File: config.mk
export PLATFORM = sky130hd
export DESIGN_NAME = port1_link_strap_defaults
export DESIGN_NICKNAME = d
export VERILOG_FILES = /design/src/core/strap_defaults_pkg.sv /design/src/core/port1_link_strap_defaults.sv /design/src/core/strap_image_map.sv
export SDC_FILE = /design/constraint.sdc
export NUM_CORES = 1
export LEC_CHECK = 0
export ABC_AREA = 1
export BUFFER_PORTS_ARGS = -buffer_cell sky130_fd_sc_hd__buf_2
export CAP_MARGIN = 0
export CORE_AREA = 2 2 96 98
export DETAILED_ROUTE_END_ITERATION = 12
export DIE_AREA = 0 0 98 100
export GPL_TIMING_DRIVEN = 0
export PLACE_DENSITY_LB_ADDON = 0.05
export SLEW_MARGIN = 20
export SYNTH_ARGS = -nofsm -noshare
export SYNTH_HDL_FRONTEND = slang
export SYNTH_SLANG_ARGS = --single-unit
File: constraint.sdc
create_clock -name clk_i -period 1.8 [get_ports clk_i]
set_input_delay 0.18 -clock clk_i [delete_from_list [all_inputs] [get_ports clk_i]]
set_output_delay 0.18 -clock clk_i [all_outputs]
set_load 0.02 [all_outputs]
File: src/core/strap_defaults_pkg.sv
// strap_defaults_pkg: types, register offsets, field positions and reset values
// for the port 1 strap-default block.
// assumes a 32-bit classic Wishbone register bus with 16-bit registers.
package strap_defaults_pkg;

    // one set of soft-strap values in force for port 1
    typedef struct packed {
        logic speed;
        logic duplex;
        logic backpressure;
        logic pause;
    } strap_set_t;

    // register images derived from a strap set
    typedef struct packed {
        logic [15:0] basic;
        logic [15:0] advert;
        logic [15:0] modes;
        logic [15:0] flow;
    } reg_image_t;

    // tie-off values of the four straps
    localparam strap_set_t STRAP_TIE_OFF = '{speed: 1'b1, duplex: 1'b1,
                                              backpressure: 1'b1, pause: 1'b1};

    localparam int ADR_W = 8;
    localparam int DAT_W = 32;
    localparam int REG_W = 16;

    // register byte offsets
    localparam logic [ADR_W-1:0] OFS_BASIC = 8'h00;
    localparam logic [ADR_W-1:0] OFS_ADVERT = 8'h04;
    localparam logic [ADR_W-1:0] OFS_MODES = 8'h08;
    localparam logic [ADR_W-1:0] OFS_FLOW = 8'h0c;
    localparam logic [ADR_W-1:0] OFS_STATUS = 8'h10;
    localparam logic [ADR_W-1:0] OFS_CMD = 8'h14;

    // port1_phy_basic_control fields
    localparam int BASIC_RATE_BIT = 13;
    localparam int BASIC_DUPLEX_BIT = 8;
    // portx_negotiation_advert fields
    localparam int ADV_10FD_BIT = 6;
    localparam int ADV_10HD_BIT = 5;
    // portx_phy_special_modes field
    localparam int MODES_LSB = 5;
    localparam int MODES_W = 3;
    // port1_manual_flow_control fields
    localparam int FLOW_BP_BIT = 0;
    localparam int FLOW_RX_BIT = 1;
    localparam int FLOW_TX_BIT = 2;
    localparam int FLOW_MANUAL_BIT = 3;
    // command register fields (write one to act)
    localparam int CMD_DIGITAL_BIT = 0;
    localparam int CMD_RELOAD_BIT = 1;
    // status register fields
    localparam int STAT_LATCHED_LSB = 0;
    localparam int STAT_ACTIVE_LSB = 4;
    localparam int STAT_EEPROM_BIT = 8;

    // special-mode encodings: {1'b0, rate, duplex}
    localparam logic [MODES_W-1:0] MODE_10HD = 3'h0;
    localparam logic [MODES_W-1:0] MODE_10FD = 3'h1;
    localparam logic [MODES_W-1:0] MODE_100HD = 3'h2;
    localparam logic [MODES_W-1:0] MODE_100FD = 3'h3;

    // bits of the images not steered by any strap
    localparam logic [REG_W-1:0] BASIC_BASE = 16'h0000;
    localparam logic [REG_W-1:0] ADVERT_BASE = 16'h0001;
    localparam logic [REG_W-1:0] MODES_BASE = 16'h0000;
    localparam logic [REG_W-1:0] FLOW_BASE = 16'h0000;

endpackage

File: src/core/port1_link_strap_defaults.sv
// port1_link_strap_defaults: latches the port 1 soft straps, keeps the
// EEPROM overrides, and holds the strap-derived PHY and flow-control registers.
// assumes synchronous strap pins, a classic Wishbone master, and a loader
// that pulses eeprom_load_i with a full strap set.
`timescale 1ns/1ps
`default_nettype none

module port1_link_strap_defaults (
    input wire logic clk_i,
    input wire logic rst_i,
    input wire logic reset_pin_low_i,
    input wire logic port1_speed_input_i,
    input wire logic port1_duplex_input_i,
    input wire logic port1_backpressure_input_i,
    input wire logic port1_pause_enable_input_i,
    input wire logic eeprom_present_i,
    input wire logic eeprom_load_i,
    input wire strap_defaults_pkg::strap_set_t eeprom_straps_i,
    input wire logic digital_reset_i,
    input wire logic reload_i,
    input wire logic wb_cyc_i,
    input wire logic wb_stb_i,
    input wire logic wb_we_i,
    input wire logic [strap_defaults_pkg::ADR_W-1:0] wb_adr_i,
    input wire logic [strap_defaults_pkg::DAT_W-1:0] wb_dat_i,
    input wire logic [3:0] wb_sel_i,
    output logic [strap_defaults_pkg::DAT_W-1:0] wb_dat_o,
    output logic wb_ack_o,
    output logic phy_rate_select_low_bit_o,
    output logic phy_half_full_bit_o,
    output logic port1_backpressure_enable_o,
    output logic port1_tx_pause_active_o,
    output logic port1_rx_pause_active_o
);
    import strap_defaults_pkg::*;

    ////////////////////////////////////////////////////////////////////////
    // reset hold and strap latching

    logic hold;
    logic hold_r;
    logic release_evt;
    strap_set_t pins;
    strap_set_t latched_r;
    strap_set_t active_r;
    strap_set_t active_nxt;
    logic restore_evt;
    logic load_evt;
    logic cmd_digital;
    logic cmd_reload;

    assign hold = rst_i | ~reset_pin_low_i;
    assign release_evt = hold_r & ~hold;
    assign pins = '{speed: port1_speed_input_i, duplex: port1_duplex_input_i,
                    backpressure: port1_backpressure_input_i,
                    pause: port1_pause_enable_input_i};
    // restore only when no valid EEPROM will reload
    assign restore_evt = (digital_reset_i | reload_i | cmd_digital | cmd_reload)
                         & ~eeprom_present_i;
    assign load_evt = release_evt | restore_evt | (eeprom_load_i & ~hold);

    always_comb begin
        active_nxt = active_r;
        if (release_evt) begin
            active_nxt = pins;
        end else if (eeprom_load_i) begin
            active_nxt = eeprom_straps_i;
        end else if (restore_evt) begin
            active_nxt = latched_r;
        end
    end

    always_ff @(posedge clk_i) begin
        if (rst_i) begin
            hold_r <= 1'b1;
        end else begin
            hold_r <= hold;
        end
    end

    always_ff @(posedge clk_i) begin
        if (rst_i) begin
            latched_r <= STRAP_TIE_OFF;
        end else if (release_evt) begin
            latched_r <= pins;
        end
    end

    always_ff @(posedge clk_i) begin
        if (hold) begin
            active_r <= STRAP_TIE_OFF;
        end else begin
            active_r <= active_nxt;
        end
    end

    ////////////////////////////////////////////////////////////////////////
    // derived images and register file

    reg_image_t image;
    reg_image_t reset_image;
    logic [REG_W-1:0] basic_r;
    logic [REG_W-1:0] advert_r;
    logic [REG_W-1:0] modes_r;
    logic [REG_W-1:0] flow_r;

    strap_image_map u_map (
        .straps_i(active_nxt),
        .image_o(image)
    );

    strap_image_map u_tie_map (
        .straps_i(STRAP_TIE_OFF),
        .image_o(reset_image)
    );

    // wishbone decode
    logic req;
    logic ack_r;
    logic wr;
    logic [REG_W-1:0] wmask;
    logic hit_basic;
    logic hit_advert;
    logic hit_modes;
    logic hit_flow;
    logic hit_status;
    logic hit_cmd;
    logic [REG_W-1:0] wdata;

    assign req = wb_cyc_i & wb_stb_i & ~ack_r;
    assign wr = req & wb_we_i;
    assign wmask = {{8{wb_sel_i[1]}}, {8{wb_sel_i[0]}}};
    assign hit_basic = (wb_adr_i == OFS_BASIC);
    assign hit_advert = (wb_adr_i == OFS_ADVERT);
    assign hit_modes = (wb_adr_i == OFS_MODES);
    assign hit_flow = (wb_adr_i == OFS_FLOW);
    assign hit_status = (wb_adr_i == OFS_STATUS);
    assign hit_cmd = (wb_adr_i == OFS_CMD);
    assign wdata = wb_dat_i[REG_W-1:0];
    assign cmd_digital = wr & hit_cmd & wb_sel_i[0] & wdata[CMD_DIGITAL_BIT];
    assign cmd_reload = wr & hit_cmd & wb_sel_i[0] & wdata[CMD_RELOAD_BIT];

    // merge a software write into one register under byte lanes
    function automatic logic [REG_W-1:0] merge(input logic [REG_W-1:0] cur,
                                                input logic [REG_W-1:0] val,
                                                input logic [REG_W-1:0] msk);
        merge = (cur & ~msk) | (val & msk);
    endfunction

    // a release, restore or EEPROM load wins over a write in the same cycle, writes win otherwise
    always_ff @(posedge clk_i) begin
        if (hold) begin
            basic_r <= reset_image.basic;
            advert_r <= reset_image.advert;
            modes_r <= reset_image.modes;
            flow_r <= reset_image.flow;
        end else if (load_evt) begin
            basic_r <= image.basic;
            advert_r <= image.advert;
            modes_r <= image.modes;
            flow_r <= image.flow;
        end else begin
            if (wr & hit_basic) begin
                basic_r <= merge(basic_r, wdata, wmask);
            end
            if (wr & hit_advert) begin
                advert_r <= merge(advert_r, wdata, wmask);
            end
            if (wr & hit_modes) begin
                modes_r <= merge(modes_r, wdata, wmask);
            end
            if (wr & hit_flow) begin
                flow_r <= merge(flow_r, wdata, wmask);
            end
        end
    end

    ////////////////////////////////////////////////////////////////////////
    // read path and acknowledge

    logic [REG_W-1:0] status_word;
    logic [REG_W-1:0] rd_word;
    logic [DAT_W-1:0] rdata_r;

    always_comb begin
        status_word = '0;
        status_word[STAT_LATCHED_LSB +: 4] = latched_r;
        status_word[STAT_ACTIVE_LSB +: 4] = active_r;
        status_word[STAT_EEPROM_BIT] = eeprom_present_i;
    end

    // unmapped offsets and the command register read as zero
    assign rd_word = hit_basic ? basic_r :
                     hit_advert ? advert_r :
                     hit_modes ? modes_r :
                     hit_flow ? flow_r :
                     hit_status ? status_word : '0;

    // one wait state, ack drops the cycle after it is given
    always_ff @(posedge clk_i) begin
        if (rst_i) begin
            ack_r <= 1'b0;
            rdata_r <= '0;
        end else begin
            ack_r <= req;
            if (req) begin
                rdata_r <= {{(DAT_W-REG_W){1'b0}}, rd_word};
            end
        end
    end

    assign wb_ack_o = ack_r;
    assign wb_dat_o = rdata_r;

    ////////////////////////////////////////////////////////////////////////
    // register bits driving the port

    assign phy_rate_select_low_bit_o = basic_r[BASIC_RATE_BIT];
    assign phy_half_full_bit_o = basic_r[BASIC_DUPLEX_BIT];
    assign port1_backpressure_enable_o = flow_r[FLOW_BP_BIT];
    // pause enables gated by manual select
    assign port1_tx_pause_active_o = flow_r[FLOW_MANUAL_BIT] & flow_r[FLOW_TX_BIT];
    assign port1_rx_pause_active_o = flow_r[FLOW_MANUAL_BIT] & flow_r[FLOW_RX_BIT];

endmodule // port1_link_strap_defaults

`default_nettype wire

File: src/core/strap_image_map.sv
// strap_image_map: turns one strap set into the four register images.
// purely combinational; the caller registers the result.
`timescale 1ns/1ps
`default_nettype none

module strap_image_map (
    input wire strap_defaults_pkg::strap_set_t straps_i,
    output var strap_defaults_pkg::reg_image_t image_o
);
    import strap_defaults_pkg::*;

    logic [MODES_W-1:0] mode_sel;
    logic [REG_W-1:0] basic_img;
    logic [REG_W-1:0] advert_img;
    logic [REG_W-1:0] modes_img;
    logic [REG_W-1:0] flow_img;

    assign mode_sel = straps_i.speed ? (straps_i.duplex ? MODE_100FD : MODE_100HD)
                                     : (straps_i.duplex ? MODE_10FD : MODE_10HD);

    always_comb begin
        basic_img = BASIC_BASE;
        basic_img[BASIC_RATE_BIT] = straps_i.speed;
        basic_img[BASIC_DUPLEX_BIT] = straps_i.duplex;
        advert_img = ADVERT_BASE;
        advert_img[ADV_10FD_BIT] = straps_i.duplex & ~straps_i.speed;
        advert_img[ADV_10HD_BIT] = ~straps_i.speed;
        modes_img = MODES_BASE;
        modes_img[MODES_LSB +: MODES_W] = mode_sel;
        flow_img = FLOW_BASE;
        flow_img[FLOW_BP_BIT] = straps_i.backpressure;
        flow_img[FLOW_RX_BIT] = straps_i.pause;
        flow_img[FLOW_TX_BIT] = straps_i.pause;
    end

    assign image_o = '{basic: basic_img, advert: advert_img, modes: modes_img, flow: flow_img};

endmodule // strap_image_map

`default_nettype wire

; Word level (Yosys, flattened, before mapping)
; Index checks and enable logic that the tools add are counted.
[word_totals]
register_bits = 90
inputBits = 62
out_inout_bits = 38
elab_cells = 87
[op_classes]
eq_ne = 5
n_mux = 19
bitwise_logic = 38
reduce_logical = 6
[op_table]
columns = op, count
row1 = 16-bit bitwise AND, 5
row2 = 16-bit 2-to-1 mux, 4
row3 = 16-bit bitwise OR, 4
row4 = 14-bit 2-to-1 mux, 2
row5 = 1-bit bitwise AND, 17
row6 = "8-bit by 4-bit equality test with 1-bit output, second input constant", 2
row7 = "8-bit by 5-bit equality test with 1-bit output, second input constant", 2
row8 = 8-bit 2-to-1 mux, 2
row9 = 16-bit NOT, 1
row10 = 7-bit 2-to-1 mux, 2
row11 = 4-bit 2-to-1 mux, 3
row12 = 3-bit 2-to-1 mux, 3
row13 = 9-bit 2-to-1 mux, 1
row14 = "8-bit by 3-bit equality test with 1-bit output, second input constant", 1
row15 = 8-bit logical NOT, 1
row16 = 2-bit nonzero test, 4
row17 = 1-bit bitwise OR, 6
row18 = 1-bit NOT, 5
row19 = 1-bit 2-to-1 mux, 2
row20 = 2-bit OR reduction, 1

; Depth between registers and ports, before layout
; Gate-level depths: netlist (run 1).
[depth]
ltp_word = 15
ltp_mapped = 15
depth_no_buf = 15

; By module
; A second synthesis (run 1) with hierarchy kept.
[hier_totals]
hier_cells = 903
hier_area_um2 = 6341.1
[by_module_without_submodules]
columns = mod, instances, cells_per_inst, area_per_inst_um2, seq_area_each_um2
row1 = port1_link_strap_defaults, 1, 769, 5367.6, 2442.3
row2 = strap_image_map, 2, 67, 486.7, 0.0

; Worst setup path after synthesis (run 1)
; Ideal clock, no wire load.
[synth_path]
kind = reg2reg
start = reg ack_r (netlist: wb_ack_o)
end = reg with a tool-made name
setup_time_ns = 0.117
arrival_ns = 1.509
t_required_ns = 1.683
slack_ns = 0.174
stages_incl_launch_ff = 11
n_path_buf = 0
synth_period_minus_slack_ns = 1.626
cell_sequence = dfxtp_1 -> inv_1 -> nand3_2 -> nor2_2 -> inv_1 -> nor2_2 -> nand2_1 -> inv_2 -> nor2_2 -> a211oi_2 -> nand2_1
[synth_rtl]
columns = item, line_no
row1 = "start, declared", port1_link_strap_defaults.sv:119  ; logic ack_r;
row2 = "start signal, assigned", port1_link_strap_defaults.sv:205  ; ack_r <= req;

==> results of run 1 <==
[tightest hold or removal path: cells and delay by family]
family	cells	cell delay, ps
buf+inv	1	70
simple gates	2	130
[synthesized netlist by cell type, drive strengths merged]
library cell / count
a21oi: 62
nand3: 34
o221ai: 2
or2: 3
conb: 1
nor3: 1
dfxtp: 90
o2111ai: 3
nand2: 191
inv: 59
a211oi: 10
o211ai: 8
clkbuf: 5
a41oi: 5
nor2: 46
clkinv: 1
o22ai: 3
buf: 28
nand4: 10
o21ai: 22
o31ai: 3
[power breakdown]
part	switching [mW]	internal, mW	leakage, nW
combinational	0.283	0.147	1.28
clock	0.772	0.557	0.0948
sequential	0.0222	2.02	0.730
[final cells by class]
class | instances | area share (%)
buffer | 33 | 4.42
clock buffer | 10 | 2.70
clock inverter | 6 | 0.982
inverter | 60 | 4.52
multi-input combinational | 420 | 41.5
sequential | 90 | 35.4
tap | 111 | 2.73
timing repair buffer | 73 | 7.73
[per-layer routing]
layer / wire, µm / global-route usage [%] / up-vias
met5: 0 / 0 / -
met4: 290 / 8.44 / 0
met3: 903 / 4.74 / 25
met2: 5880 / 43.7 / 141
met1: 5220 / 32.9 / 1962
li1: - / - / 2094
[stage by stage]
step	power [mW]	hold slack, ps
floorplan	2.35	249
global placement	2.49	406
detailed placement	2.50	419
CTS	3.81	35.8
global route	3.94	59.5
finish	3.80	43.7
[kinds of logic (layout without fill, tap and decap cells)]
kind of cell | Yosys count | in the layout
buffers and inverters | 93 | 182
AND/OR/NAND/NOR | 285 | 286
flip-flops | 90 | 90
other | 1 | 16
AO/OA/AOI/OAI | 118 | 118
[final timing paths]
path / startpoint / endpoint / slack [ps] / cells past startpoint
setup / recovery: wb_ack_o$_SDFF_PP0_ / flop / 90 / 10
hold / removal: port1_backpressure_input_i / latched_r[1]$_SDFFE_PP1P_ / 40 / 3
setup reg to reg: wb_ack_o$_SDFF_PP0_ / flop / 90 / 10
hold reg to reg: wb_dat_o[0]$_SDFFE_PP0N_ / wb_dat_o[0]$_SDFFE_PP0N_ / 460 / 2
[layout by cell type (no fill, tap or decap), types with 3 or more instances in the layout]
cell type / Yosys / final
buf_6: 2 / 3
nor2_4: 8 / 10
o21ai_0: 21 / 21
inv_2: 10 / 12
nor2_2: 8 / 7
nand2_2: 7 / 9
o2111ai_1: 3 / 3
nor2_1: 30 / 30
a41oi_1: 5 / 5
o211ai_1: 8 / 8
buf_2: 8 / 68
o22ai_1: 3 / 3
a211oi_2: 8 / 8
nand3_1: 32 / 30
buf_4: 18 / 28
nand3_2: 2 / 3
nand2_1: 182 / 180
o31ai_1: 3 / 3
nand4_1: 10 / 10
conb_1: 1 / 16
a21oi_1: 61 / 61
clkbuf_8: 0 / 10
clkbuf_1: 5 / 4
inv_1: 47 / 45
dfxtp_1: 90 / 89
[what timing repair did]
| item | in CTS | in global routing |
|---|---|---|
| setup endpoints to repair | 64 | 52 |
| pin swaps | 3 | 11 |
| setup buffers | 6 | 4 |
| gates cloned | 0 | 1 |
| resized for setup | 7 | 10 |
==> results.py, run 1 <==
metrics = {
    "final_layout": {
        "fin_util_pct": 57.3,
        "stdcell_count": 803,
        "drive_gt1_share_pct": 25.6,
        "n_fill_cell": 895,
        "fin_nets": 749,
        "diodes": 0,
        "final_area_um2": 5100,
        "multiInputGateArea_um2": 2120,
        "syn_to_final_growth_pct": 19.5,
        "seq_area_um2": 1800,
    },
    "placed_design": {
        "dp_slack_ps": -256,
        "place_area_um2": 4770,
        "gp_congestion": 0.886,
        "portBuffers": 63,
        "dpl.hpwl_mm": 9.04,
        "dp_cells": 776,
    },
    "synth": {
        "avgSynthCellArea_um2": 7.26,
        "yosysSeqAreaShare_pct": 42.3,
        "synth_fa_ha_area_share_pct": 0,
        "yosysWarnings": 0,
        "synth-xor-area-share_pct": 0,
        "syn_inst": 587,
        "ys_types": 35,
        "synth_seq_cells": 90,
        "synth_top_cell_by_area": "dfxtp_1",
        "synth-simple-area-share_pct": 30.1,
        "synth_mux_area_share_pct": 0,
        "synth-compound-area-share_pct": 17.1,
        "synth.top_cell.area_share_pct": 42.3,
        "syn-cell-area_um2": 4260,
        "synth_area_leaders": "dfxtp_1, nand2_1, a21oi_1, inv_1, nand3_1",
        "synth_top_family_by_area": "simple AND/OR/NAND/NOR gates",
    },
    "cts": {
        "clk_latency_ps": 360,
        "cts.sinks": 90,
        "tritoncts.num_buffers": 9,
        "clockBufferDepth": 2,
        "cts_root_buf": "clkbuf_8",
        "clk_pin_slew_worst_paths_ps": 90,
        "cts_hold_buf": 0,
        "cts_tree": "yes",
        "h-tree-depth": 3,
    },
    "worst_setup_path": {
        "crit_family": "simple AND/OR/NAND/NOR gates",
        "crit_required_ps": 2060,
        "max_stage_delay_ps": 330,
        "path_buf_inv": 3,
        "cp_cell_sequence": "inv_2, nand3_4, nor2_4, inv_1, nor2_2, nand2_2, inv_2, nor2_2, a211oi_2, nand2_1",
        "critPathLaunchType": "flop",
        "path_class": "flop to flop",
        "worstPathArrival_ps": 1970,
        "endpoint_kind": "flop",
        "worstPathMaxFanout": 7,
        "cp_slowest_cell": "dfxtp_2",
    },
    "sta": {
        "post-route-min-period_ps": 1710,
        "rsz0062_at_grt": "true",
        "finalClockSkew_ps": 8.21,
        "slew_viol_final": 0,
        "fmax_mhz": 585,
        "slew_headroom_pct": 65.5,
        "worst_slew_pin_slew_ps": 518,
        "setup-tns-final_ps": 0,
        "fin_ws_ps": 89.4,
        "setup_viol": 0,
        "fin_crit_sh_pct": 95.0,
        "finalHoldViolCount": 0,
    },
    "route": {
        "final_antenna_net_count": 0,
        "viasPerCell": 5.26,
        "routed_wl_mm": 12.3,
        "drt_iter0_drc": 229,
        "wire_per_inst_um": 15.3,
        "first_pass_iters": 5,
        "drc": 0,
        "num_vias": 4222,
    },
    "grt": {
        "grt_use_total_pct": 25.6,
        "antenna_found_initial": 0,
        "grt_pass1_vias": 3974,
        "grt_max_degree": 17,
        "gr-total-overflow": 0,
        "grt_pass1_wl_mm": 19.6,
    },
    "die": {
        "fp.dieW_um": 98,
        "core_um2": 8890,
        "rows": 35,
        "pin_count": 100,
        "die_h_um": 100,
        "die-area_um2": 9800,
        "start_util_pct": 48.0,
    },
    "power": {
        "peakVddDrop_uv": 358,
        "power.leakage_nw": 2.10,
        "pwr_density_cell_nw_per_um2": 747,
    },
    "job": {
        "maxCapViolations": 0,
    },
    "hold_path": {
        "hold_class": "input port to flop",
    },
    "outcome": {
        "status": "complete, no violations",
    },
}
No activity file was read; power rests on OpenSTA's default activity.
==> inputs of run 2 (changes only) <==
Settings changed: CORE_AREA 2 2 96 98 to 2 2 92 94, DIE_AREA 0 0 98 100 to 0 0 94 96, RECOVER_POWER set to 25.
==> results.py, run 2 (synthesis results as in run 1) <==
metrics = {
    "placed_design": {
        "portBuffers": 63,
        "gp_congestion": 0.864,
        "dpl.hpwl_mm": 8.86,
    },
    "power": {
        "peakVddDrop_uv": 474,
        "power.switching_mw": 1.07,
        "pwr-share-comb_pct": 10.2,
        "power.leakage_nw": 2.07,
        "swShare_pct": 25.4,
        "p_clk_share_pct": 41.4,
        "seq_power_share_pct": 48.4,
        "intPower_mw": 3.15,
        "pwr_density_cell_nw_per_um2": 822,
        "design_power_total_mw": 4.23,
    },
    "cts": {
        "clk_latency_ps": 370,
        "cts.sinks": 90,
        "h-tree-depth": 3,
        "clk_pin_slew_worst_paths_ps": 100,
        "cts_hold_buf": 0,
        "cts_tree": "yes",
        "clockBufferDepth": 2,
        "cts_root_buf": "clkbuf_8",
        "tritoncts.num_buffers": 9,
    },
    "die": {
        "fp.dieW_um": 94,
        "core_um2": 8050,
        "start_util_pct": 52.9,
        "die-area_um2": 9020,
        "die_h_um": 96,
        "rows": 33,
        "pin_count": 100,
    },
    "final_layout": {
        "n_fill_cell": 758,
        "seq_area_um2": 1800,
        "fin_util_pct": 63.8,
        "multiInputGateArea_um2": 2120,
        "syn_to_final_growth_pct": 20.6,
        "fin_nets": 748,
        "diodes": 0,
        "layout_commonest_cell": "nand2_1",
        "layout_common_cells": "nand2_1, dfxtp_1, a21oi_1",
        "drive_gt1_share_pct": 23.2,
    },
    "worst_setup_path": {
        "rr_startpoint": "wb_ack_o$_SDFF_PP0_",
        "crit_path_start": "wb_ack_o$_SDFF_PP0_",
        "ff2ff_path_depth": 10,
        "cp_slowest_cell": "dfxtp_2",
        "cp_cell_sequence": "inv_2, nand3_4, nor2_4, inv_1, nor2_2, inv_2, nor2_4, inv_2, nand2_1, a21oi_1",
        "worstPathArrival_ps": 2010,
        "max_stage_delay_ps": 340,
        "crit_required_ps": 2060,
        "critical_path.most_common_cell": "inv_2",
        "critPathLaunchType": "flop",
        "worstPathMaxFanout": 9,
        "endpoint_kind": "flop",
        "path_class": "flop to flop",
        "r2r_slack_ps": 50,
    },
    "grt": {
        "grt_use_total_pct": 27.7,
        "grt_pass1_wl_mm": 19.4,
        "antenna_found_initial": 0,
        "grt_max_degree": 17,
        "gr-total-overflow": 0,
        "grt_pass1_vias": 3980,
    },
    "sta": {
        "fmax_mhz": 571,
        "finalHoldViolCount": 0,
        "setup_viol": 0,
        "slew_viol_final": 0,
        "post-route-min-period_ps": 1750,
        "rsz0062_at_grt": "true",
        "fin_crit_sh_pct": 97.3,
        "finalClockSkew_ps": 11.3,
        "whs_ps": 31.1,
    },
    "route": {
        "drc": 0,
        "viasPerCell": 5.32,
        "drt_iter0_drc": 247,
        "wire_per_inst_um": 15.1,
        "first_pass_iters": 5,
        "num_vias": 4232,
        "routed_wl_mm": 12.0,
        "final_antenna_net_count": 0,
    },
    "outcome": {
        "status": "complete, no violations",
    },
    "job": {
        "maxCapViolations": 0,
    },
    "hold_path": {
        "hold_class": "input port to flop",
    },
}
## run 2: cell types whose count changed in the layout (fill, tap and decap cells not counted), moves of 2 or more
cell       before  now
clkbuf_1        4   21
buf_2          68   52
bufinv_16       0    3
clkinv_4        2    0
inv_2          12   10
## run 2: per-layer routing
layer  vias up  track usage [%]  share of wire (%)
met5         -                0                  0
met4         0             10.6                1.8
met3        23             4.86                6.7
met2       166             46.8                 48
met1      1953             35.5                 43
li1       2090                -                  -
## run 2: worst min path at each step
stage               depth (start not counted)                   endpoint                  startpoint  slack [ps]
floorplan                                   1   wb_dat_o[6]$_SDFFE_PP0N_                       rst_i         250
global placement                            3  latched_r[1]$_SDFFE_PP1P_  port1_backpressure_input_i         400
detailed placement                          3  latched_r[1]$_SDFFE_PP1P_  port1_backpressure_input_i         410
CTS                                         3  latched_r[1]$_SDFFE_PP1P_  port1_backpressure_input_i          30
global route                                3  latched_r[1]$_SDFFE_PP1P_  port1_backpressure_input_i          50
finish                                      3  latched_r[1]$_SDFFE_PP1P_  port1_backpressure_input_i          30
## run 2: per-stage QoR
step | setup TNS, ps | cell area (µm²) | setup WS (ps) | instances
after floorplan | 0 | 4320 | 174 | 602
after global placement | -3210 | 4770 | -153 | 770
after detailed placement | -5360 | 4770 | -177 | 770
after CTS | 0 | 5070 | 50.5 | 789
after global routing | -763 | 5140 | -54.4 | 796
final | 0 | 5140 | 49.1 | 796
## run 2: power groups by stage
stage / registers [mW] / clock network (mW) / logic (mW)
4_1_cts: 2.04 / 1.76 / 0.413
2_1_floorplan: 2.10 / 0 / 0.245
3_5_place_dp: 2.09 / 0 / 0.402
3_3_place_gp: 2.09 / 0 / 0.398
5_1_grt: 2.05 / 1.83 / 0.473
6_report: 2.05 / 1.75 / 0.429
## run 2: timing repair
action | 4_1_cts | 5_1_grt
pin swaps | 3 | 6
setup buffers | 3 | 7
resized for setup | 6 | 14
endpoints found under the setup margin | 60 | 57
## run 2: worst max-delay path, delay by kind of cell (launching register included)
| family | cells | cell delay [ps] |
|---|---|---|
| buffers and inverters | 4 | 400 |
| AOI/OAI and AO/OA | 1 | 60 |
| and+or+nand+nor | 5 | 840 |
| DFF | 1 | 340 |
## run 2: cell type report
type / instances / share of cell area [%]
multi-input combinational: 419 / 41.3
sequential: 90 / 35.1
timing repair buffer: 73 / 7.18
inverter: 60 / 4.60
buffer: 33 / 4.33
clock buffer: 10 / 2.68
tap: 105 / 2.56
clock inverter: 6 / 2.31
